[src/inc/fdccfg_pkg.sv]
// shared constants and types of the configuration access unit
package fdccfg_pkg;

    // ----------------------------------------------------------------
    // host offsets and key values
    // ----------------------------------------------------------------
    localparam logic [2:0] ADDR_INDEX = 3'h0;
    localparam logic [2:0] ADDR_DATA = 3'h1;
    localparam logic [2:0] ADDR_DOR = 3'h2;
    localparam logic [2:0] ADDR_STAT = 3'h4;
    localparam logic [2:0] ADDR_FIFO = 3'h5;
    localparam logic [7:0] KEY_ENTER = 8'h55;
    localparam logic [7:0] KEY_EXIT = 8'haa;
    localparam logic [2:0] IDX_HIGH_ZERO = 3'h0;

    // ----------------------------------------------------------------
    // register indices and bit positions
    // ----------------------------------------------------------------
    localparam logic [4:0] IDX_POWER = 5'h00;
    localparam logic [4:0] IDX_LOCK = 5'h01;
    localparam logic [4:0] IDX_DRVMODE = 5'h03;
    localparam logic [4:0] IDX_DENSDMA = 5'h05;
    localparam logic [4:0] IDX_DTYPE = 5'h06;
    localparam logic [4:0] IDX_APM = 5'h07;
    localparam logic [4:0] IDX_RATE = 5'h0b;
    localparam logic [4:0] IDX_PARTID = 5'h0d;
    localparam logic [4:0] IDX_PARTREV = 5'h0e;
    localparam logic [4:0] IDX_TEST_A = 5'h0f;
    localparam logic [4:0] IDX_TEST_B = 5'h10;
    localparam logic [4:0] IDX_TEST_C = 5'h11;
    localparam logic [4:0] IDX_DSEL = 5'h1f;
    localparam int PDEN_BIT = 2;
    localparam int PWR_BIT = 3;
    localparam int OSC_BIT = 5;
    localparam int LOCK_BIT = 7;
    localparam int APM_BIT = 7;
    localparam int DOR_RESET_N_BIT = 2;
    localparam int DOR_DMA_BIT = 3;
    localparam int DOR_MOTOR_LSB = 4;
    localparam int DSR_RESET_BIT = 7;
    localparam logic [7:0] DOR_RESET_VAL = 8'h00;
    localparam logic [7:0] BYTE_ZERO = 8'h00;

    // ----------------------------------------------------------------
    // types
    // ----------------------------------------------------------------
    typedef enum logic [2:0] {
        FDCCFG_NORMAL = 3'b001,
        FDCCFG_KEY1 = 3'b010,
        FDCCFG_CONFIG = 3'b100
    } fdccfg_mode_t;

    typedef struct packed {
        logic chip_select_n;
        logic rd;
        logic wr;
        logic [2:0] addr;
        logic [7:0] wdata;
    } fdccfg_bus_t;

    typedef struct packed {
        logic [1:0] drive_sel;
        logic write_serial;
        logic write_gate;
        logic seek_dir;
        logic step;
        logic head_side_select;
        logic density_select;
        logic [1:0] rate_code;
        logic irq;
        logic dma_request;
    } fdccfg_core_t;

    typedef struct packed {
        logic [3:0] motor_on_out;
        logic [3:0] drive_select_out;
        logic write_serial_out;
        logic write_gate_out;
        logic seek_dir_out;
        logic step_out;
        logic head_side_select;
        logic density_select;
        logic [1:0] rate_code_out;
        logic irq_out;
        logic dma_request_out;
        logic motor_on_oe;
        logic drive_select_oe;
        logic write_serial_oe;
        logic write_gate_oe;
    } fdccfg_drv_t;

    typedef struct packed {
        logic osc_on;
        logic pd_pin_en;
        logic [7:0] drive_mode_options;
        logic [7:0] density_dma_options;
        logic [7:0] drive_type_map;
        logic [7:0] autopower_boot_media;
        logic [7:0] drive_rate_table;
        logic [7:0] drive_type_select;
    } fdccfg_cfg_t;

    // ----------------------------------------------------------------
    // per-index defaults, writable bits and bits that read as one
    // ----------------------------------------------------------------
    function automatic logic [7:0] cfg_default(input logic [4:0] idx);
        case (idx)
            IDX_POWER: cfg_default = 8'h28;
            IDX_LOCK: cfg_default = 8'h90;
            IDX_DRVMODE: cfg_default = 8'h70;
            IDX_DTYPE: cfg_default = 8'hff;
            default: cfg_default = 8'h00;
        endcase
    endfunction

    function automatic logic [7:0] cfg_wmask(input logic [4:0] idx);
        case (idx)
            IDX_POWER: cfg_wmask = 8'hac;
            IDX_DRVMODE: cfg_wmask = 8'h72;
            IDX_DENSDMA: cfg_wmask = 8'h7c;
            IDX_DTYPE, IDX_APM, IDX_RATE, IDX_TEST_A, IDX_TEST_B,
            IDX_TEST_C, IDX_DSEL: cfg_wmask = 8'hff;
            default: cfg_wmask = 8'h00;
        endcase
    endfunction

    function automatic logic [7:0] cfg_fixed_ones(input logic [4:0] idx);
        case (idx)
            IDX_LOCK: cfg_fixed_ones = 8'h10;
            default: cfg_fixed_ones = 8'h00;
        endcase
    endfunction

endpackage

[src/verilog/fdccfg_top.sv]
// configuration access unit with auto powerdown pin control
//
// Operation
// - in powerdown, plain DRIVE_OUTPUT_REG/DSR writes keep sleep; motor or reset bit wakes
// - in powerdown, motor, select, write data and write gate pins float
// - in powerdown, direction, step, head, density and rate pins stay active
// - index port at +0, data port at +1, both need chip select
// - two back-to-back 55H writes to +0 enter configuration mode
// - any other write between the two keys cancels the entry
// - index 0 to 1FH at +0 routes data port accesses to that register
// - writing AAH to +0 leaves configuration mode
// - power-up loads all defaults and starts outside configuration mode
// - registers keep values over reset; only marked bits reset
// - index register is reachable only in configuration mode
// - cleared lock bit blocks all register access until hard reset
// - cleared core power bit puts the controller core in low power
`timescale 1ns/1ps
module fdccfg_top
    import fdccfg_pkg::*;
#(
    // arbitrary identity values
    parameter logic [7:0] PART_ID = 8'h5a,
    parameter logic [7:0] PART_REV = 8'h01
)
(
    input wire logic clk,
    input wire logic sys_rst,
    input wire logic por_rst,
    input wire logic clk_en,
    input wire fdccfg_bus_t host,
    output logic [7:0] host_rdata,
    output logic host_rdata_valid,
    input wire logic core_idle,
    input wire fdccfg_core_t core,
    output fdccfg_drv_t drv,
    output fdccfg_cfg_t cfg,
    output logic core_powered,
    output logic auto_powerdown,
    output logic config_mode
);

    // ----------------------------------------------------------------
    // decode
    // ----------------------------------------------------------------
    fdccfg_mode_t mode;
    logic [4:0] cfg_index;
    logic [7:0] cfg_mem [0:31];
    logic [7:0] drive_output_reg;
    logic auto_pd;
    logic wr_any, rd_any;
    logic wr_index, wr_data, rd_data, wr_dor, wr_dsr;
    logic cfg_open, lock_open;
    logic wake;
    logic [7:0] sel_value;

    function automatic logic hit(input fdccfg_bus_t b, input logic [2:0] a);
        hit = !b.chip_select_n && b.addr == a;
    endfunction

    assign wr_any = host.wr && !host.chip_select_n;
    assign rd_any = host.rd && !host.chip_select_n;
    assign wr_index = host.wr && hit(host, ADDR_INDEX);
    assign wr_data = host.wr && hit(host, ADDR_DATA);
    assign rd_data = host.rd && hit(host, ADDR_DATA);
    assign wr_dor = host.wr && hit(host, ADDR_DOR);
    assign wr_dsr = host.wr && hit(host, ADDR_STAT);
    assign cfg_open = mode == FDCCFG_CONFIG;
    assign lock_open = cfg_mem[IDX_LOCK][LOCK_BIT];

    // ----------------------------------------------------------------
    // configuration mode sequencer
    // ----------------------------------------------------------------
    // a read between the keys is harmless; only writes cancel
    always_ff @(posedge clk)
    begin
        if (sys_rst || por_rst)
            mode <= FDCCFG_NORMAL;
        else if (clk_en && wr_any)
        begin
            case (mode)
                FDCCFG_NORMAL:
                    if (wr_index && host.wdata == KEY_ENTER)
                        mode <= FDCCFG_KEY1;
                FDCCFG_KEY1:
                    if (wr_index && host.wdata == KEY_ENTER)
                        mode <= FDCCFG_CONFIG;
                    else
                        mode <= FDCCFG_NORMAL;
                FDCCFG_CONFIG:
                    if (wr_index && host.wdata == KEY_EXIT)
                        mode <= FDCCFG_NORMAL;
                default:
                    mode <= FDCCFG_NORMAL;
            endcase
        end
    end

    always_ff @(posedge clk)
    begin
        if (por_rst)
            cfg_index <= IDX_POWER;
        else if (clk_en && cfg_open && wr_index
                 && host.wdata[7:5] == IDX_HIGH_ZERO)
            cfg_index <= host.wdata[4:0];
    end

    // ----------------------------------------------------------------
    // configuration registers
    // ----------------------------------------------------------------
    // only power-up restores defaults; hard reset re-opens the lock alone
    always_ff @(posedge clk)
    begin
        if (por_rst)
        begin
            for (int i = 0; i < 32; i++)
                cfg_mem[i] <= cfg_default(5'(i));
        end
        else if (sys_rst)
            cfg_mem[IDX_LOCK][LOCK_BIT] <= 1'b1;
        else if (clk_en && cfg_open && wr_data && lock_open)
        begin
            cfg_mem[cfg_index] <= (cfg_mem[cfg_index]
                & ~cfg_wmask(cfg_index))
                | (host.wdata & cfg_wmask(cfg_index));
            if (cfg_index == IDX_LOCK && !host.wdata[LOCK_BIT])
                cfg_mem[IDX_LOCK][LOCK_BIT] <= 1'b0;
        end
    end

    always_comb
    begin
        case (cfg_index)
            IDX_PARTID: sel_value = PART_ID;
            IDX_PARTREV: sel_value = PART_REV;
            default: sel_value = (cfg_mem[cfg_index]
                & (cfg_wmask(cfg_index) | cfg_default(cfg_index)))
                | cfg_fixed_ones(cfg_index);
        endcase
    end

    // ----------------------------------------------------------------
    // host read path
    // ----------------------------------------------------------------
    always_ff @(posedge clk)
    begin
        if (sys_rst || por_rst)
        begin
            host_rdata <= BYTE_ZERO;
            host_rdata_valid <= 1'b0;
        end
        else if (clk_en)
        begin
            host_rdata_valid <= 1'b0;
            if (rd_data && cfg_open && lock_open)
            begin
                host_rdata <= sel_value;
                host_rdata_valid <= 1'b1;
            end
            else if (host.rd && hit(host, ADDR_DOR))
            begin
                host_rdata <= drive_output_reg;
                host_rdata_valid <= 1'b1;
            end
        end
    end

    // ----------------------------------------------------------------
    // drive output register and auto powerdown
    // ----------------------------------------------------------------
    always_ff @(posedge clk)
    begin
        if (sys_rst || por_rst)
            drive_output_reg <= DOR_RESET_VAL;
        else if (clk_en && wr_dor)
            drive_output_reg <= host.wdata; // kept while asleep
    end

    // status read and fifo access wake as well; a plain dor write does not
    assign wake = (wr_dor && (host.wdata[7:DOR_MOTOR_LSB] != 4'h0
                   || !host.wdata[DOR_RESET_N_BIT]))
                  || (wr_dsr && host.wdata[DSR_RESET_BIT])
                  || (rd_any && host.addr == ADDR_STAT)
                  || ((wr_any || rd_any) && host.addr == ADDR_FIFO);

    always_ff @(posedge clk)
    begin
        if (sys_rst || por_rst)
            auto_pd <= 1'b0;
        else if (clk_en)
        begin
            if (!cfg_mem[IDX_APM][APM_BIT] || wake)
                auto_pd <= 1'b0;
            else if (core_idle && drive_output_reg[7:DOR_MOTOR_LSB] == 4'h0)
                auto_pd <= 1'b1;
        end
    end

    // ----------------------------------------------------------------
    // pins and exported settings
    // ----------------------------------------------------------------
    always_ff @(posedge clk)
    begin
        if (sys_rst || por_rst)
            drv <= '0;
        else if (clk_en)
        begin
            drv.motor_on_out <= drive_output_reg[7:DOR_MOTOR_LSB];
            drv.drive_select_out <= 4'(4'h1 << core.drive_sel);
            drv.write_serial_out <= core.write_serial;
            drv.write_gate_out <= core.write_gate;
            drv.motor_on_oe <= !auto_pd;
            drv.drive_select_oe <= !auto_pd;
            drv.write_serial_oe <= !auto_pd;
            drv.write_gate_oe <= !auto_pd;
            drv.seek_dir_out <= core.seek_dir;
            drv.step_out <= core.step;
            drv.head_side_select <= core.head_side_select;
            drv.density_select <= core.density_select;
            drv.rate_code_out <= core.rate_code;
            drv.irq_out <= core.irq && !auto_pd;
            drv.dma_request_out <= core.dma_request && !auto_pd
                && drive_output_reg[DOR_DMA_BIT];
        end
    end

    // the core is also held low while asleep, not only by the power bit
    always_ff @(posedge clk)
    begin
        if (sys_rst || por_rst)
            core_powered <= 1'b1;
        else if (clk_en)
            core_powered <= cfg_mem[IDX_POWER][PWR_BIT] && !auto_pd;
    end

    always_comb
    begin
        cfg.osc_on = cfg_mem[IDX_POWER][OSC_BIT];
        cfg.pd_pin_en = cfg_mem[IDX_POWER][PDEN_BIT];
        cfg.drive_mode_options = cfg_mem[IDX_DRVMODE];
        cfg.density_dma_options = cfg_mem[IDX_DENSDMA];
        cfg.drive_type_map = cfg_mem[IDX_DTYPE];
        cfg.autopower_boot_media = cfg_mem[IDX_APM];
        cfg.drive_rate_table = cfg_mem[IDX_RATE];
        cfg.drive_type_select = cfg_mem[IDX_DSEL];
    end

    assign auto_powerdown = auto_pd;
    assign config_mode = cfg_open;

    logic key_hit;
    assign key_hit = wr_index && host.wdata == KEY_ENTER;
endmodule
[config.mk]
export PLATFORM = sky130hd
export DESIGN_NAME = fdccfg_top
export DESIGN_NICKNAME = d
export VERILOG_FILES = /design/src/inc/fdccfg_pkg.sv /design/src/verilog/fdccfg_top.sv
export SDC_FILE = /design/constraint.sdc
export NUM_CORES = 1
export LEC_CHECK = 0
export BUFFER_PORTS_ARGS = -buffer_cell sky130_fd_sc_hd__buf_2
export CELL_PAD_IN_SITES_DETAIL_PLACEMENT = 0
export CELL_PAD_IN_SITES_GLOBAL_PLACEMENT = 1
export CORE_AREA = 2 2 145 204
export DETAILED_ROUTE_END_ITERATION = 10
export DIE_AREA = 0 0 147 206
export PLACE_DENSITY = 0.91
export SLEW_MARGIN = 20
export SYNTH_ARGS = -nofsm -noshare
export SYNTH_HDL_FRONTEND = slang
export SYNTH_SLANG_ARGS = --single-unit
[constraint.sdc]
create_clock -name clk -period 5.9 [get_ports clk]
set_input_delay 0.885 -clock clk [delete_from_list [all_inputs] [get_ports clk]]
set_output_delay 0.885 -clock clk [all_outputs]
set_load 0.03 [all_outputs]
==> impl_metrics.tcl <==
set metrics [dict create \
    outcome "complete, no violations" \
    grt_max_degree 77 \
    clkLatencyLatePin_ns 0.57 \
    dieWidth_um 147 \
    layout-drive-gt1-share_pct 15.5 \
    top_register "cfg_mem" \
    worst_pin_slew_ns 1.11 \
    numCtsBuffers 28 \
    grt_pass1_vias 10300 \
    critPathMaxStageDelay_ns 0.91 \
    drt_iter0_drc 1000 \
    reg.largest.list "cfg_mem: 256 flops, drv: 19 flops" \
    irDropWorstVdd_mv 0.307 \
    antenna_found_initial 0 \
    min_period_over_period_pct 61.2 \
    grt_most_used_layer "met2" \
    final_antenna_net_count 0 \
    syn-num-nets 1299 \
    grt_util_met1_pct 28.4 \
    maxCapViolations 0 \
    hold_buffers 0 \
    use_met2_pct 48.5 \
    synth.avg_cell_area_um2 11.5 \
    drt-total-wl_um 39700 \
    yosysSeqAreaShare_pct 60.4 \
    crit_path_cell_trace "buf_4, mux2i_1, a22oi_1, a21oi_1, nor4_2, mux2i_4, buf_4, nor2_1" \
    holdPathStages 2 \
    clock_skew_ns 0.0212 \
    wire_per_inst_um 22.8 \
    core_area_um2 28700 \
    start_util_pct 50.9 \
    grt_use_met3_pct 3.66 \
    synth.ff_latch_count 313 \
    synth_edf_count 256 \
    layout_min_cycle_time_ns 3.61 \
    clockBufferDepth 3 \
    diodes 0 \
    die_area_um2 30300 \
    n_fill_cell 2380 \
    clk_pin_slew_ns 0.07 \
    synthDistinctLibCells 63 \
    fmax_mhz 277 \
    hp-class "register to register" \
    clkSinkCount 313 \
    cts-resized-gates 0 \
    htreeDepth 1 \
    path_class "register to register" \
    synth_top_flop_cell "edfxtp_1" \
    cpMostUsedCell "buf_4" \
    crit_path_end_kind "register" \
    largest_reg_flops 256 \
    hold_viol 0 \
    portBuffers 114 \
    mostFrequentLayoutCells "nor2_1 (298), edfxtp_1 (256), mux2i_1 (159)" \
    vias 10200 \
    nets 1373 \
    critical-path-slowest-cell "dfxtp_4" \
    async_reset_ff_share_pct 0 \
    r2r-end "cfg_mem[4][0]$_SDFFCE_PN0P_" \
    crit_fanout 50 \
    post_cts_buffers 0 \
    grt.total_usage_pct 26.1 \
    cts-root-buf "clkbuf_16" \
    grt_pass1_wl_um 59600 \
    layout_commonest_cell "nor2_1" \
    startpoint_type "register" \
    syn_inst 1265 \
    fp.dieH_um 206 \
    reg2regPathDepth 8 \
    syn2layout_area_growth_pct 11.9 \
    hp-start "drv[17]$_SDFFE_PP0P_" \
    gp_congestion 0.928 \
    maxSlewHeadroom_pct 25.8 \
    report.final.setup_viol 0 \
    leakage_nw 5.57 \
    power_mw 4.63 \
    slew_viol_final 0 \
    grt_overflow 0 \
    first_pass_iters 5 \
    cts_tree "done" \
    via_per_inst 5.88 \
    route.detailed.drc 0 \
    fp-row-count 74 \
    worst_ep_required_time_ns 6.20 \
    regToRegSetupSlack_ns 2.29 \
    netlist_area_um2 14600 \
    finalSetupTns_ns 0 \
    io_pins 115 \
    ys.warnings.count 0 \
    whs_endpoint "drv[17]$_SDFFE_PP0P_" \
    rsz0062_at_grt "no" \
    power_density_nw_per_um2 283 \
    crit_arrival_ns 3.91 \
    dp_hpwl_um 27800 \
]
==> worst max path at each step <==
stage                                       end  slack (ns)
floorplan                              register        3.15
global placement    cfg_mem[1][3]$_SDFFCE_PN0P_        2.25
global route        cfg_mem[6][0]$_SDFFCE_PN1P_        2.14
detailed placement  cfg_mem[0][5]$_SDFFCE_PN1P_        2.16
CTS                 cfg_mem[4][0]$_SDFFCE_PN0P_        2.31
finish              cfg_mem[4][0]$_SDFFCE_PN0P_        2.29
==> metrics by stage <==
stage	utilization [%]	hold WS, ns	cell area (um^2)	cells	setup WS, ns
2_1_floorplan	-	0.439	14600	1265	3.15
5_1_grt	57.0	0.489	16300	1741	2.14
3_5_place_dp	53.7	0.456	15400	1689	2.16
6_report	57.0	0.460	16300	1741	2.29
4_1_cts	56.9	0.465	16300	1741	2.31
3_3_place_gp	53.7	0.454	15400	1689	2.25
==> where the power goes <==
group | switching [mW] | internal (mW) | total (mW)
Sequential | 0.0437 | 2.47 | 2.52
Combinational | 0.187 | 0.0717 | 0.259
Clock | 0.810 | 1.05 | 1.86
==> critical path, delay by kind of cell (launching register included) <==
kind | cells | cell delay [ns]
flip-flops | 1 | 0.91
buffers and inverters | 2 | 1.05
AND/OR/NAND/NOR | 2 | 0.26
AO/OA/AOI/OAI | 2 | 0.58
multiplexers | 2 | 0.48
==> per-layer routing <==
| layer | vias up | part of all wire, % |
|---|---|---|
| met1 | 4947 | 34 |
| met4 | 0 | 6.0 |
| li1 | 4685 | - |
| met3 | 128 | 6.9 |
| met5 | - | 0 |
| met2 | 480 | 53 |
==> cells by family (layout without fill, tap and decap cells) <==
family / count (synthesis) / count (layout) / synth area share (%)
xor+xnor: 2 / 2 / 0.120
fa+ha+maj: 3 / 3 / 0.257
simple gates: 523 / 523 / 17.1
buf+inv: 94 / 190 / 3.30
flops: 313 / 313 / 60.4
mux: 167 / 167 / 11.5
compound gates: 163 / 163 / 7.35
==> synth_stat cells (7+ instances only) <==
cell type  count  area, um^2
nor2b_1        8        50.1
nand2b_1      75         469
or2_2          7        43.8
buf_4         15         113
dfxtp_1       57        1140
o21ai_0       19        95.1
nand2_2        7        43.8
inv_1          8        30.0
nand3_1        7        35.0
a22oi_1       65         488
nor2_1       299        1120
a21oi_1       46         230
edfxtp_1     256        7690
nand2_1       57         214
buf_2         34         170
clkbuf_1      31         116
nor3_1        10        50.1
nor4_2         7        87.6
mux2i_1      166        1660
==> area by class of cell <==
type	instances	area [um^2]	share of cell area (%)
flip-flops and latches	313	8830	54.0
multi-input cells	858	5400	33.0
clock buffers	38	769	4.71
repair buffers	130	691	4.22
well taps	380	475	2.91
clock inverters	14	155	0.949
inverters	8	30.0	0.184
Power figures use the tool's default switching activity.
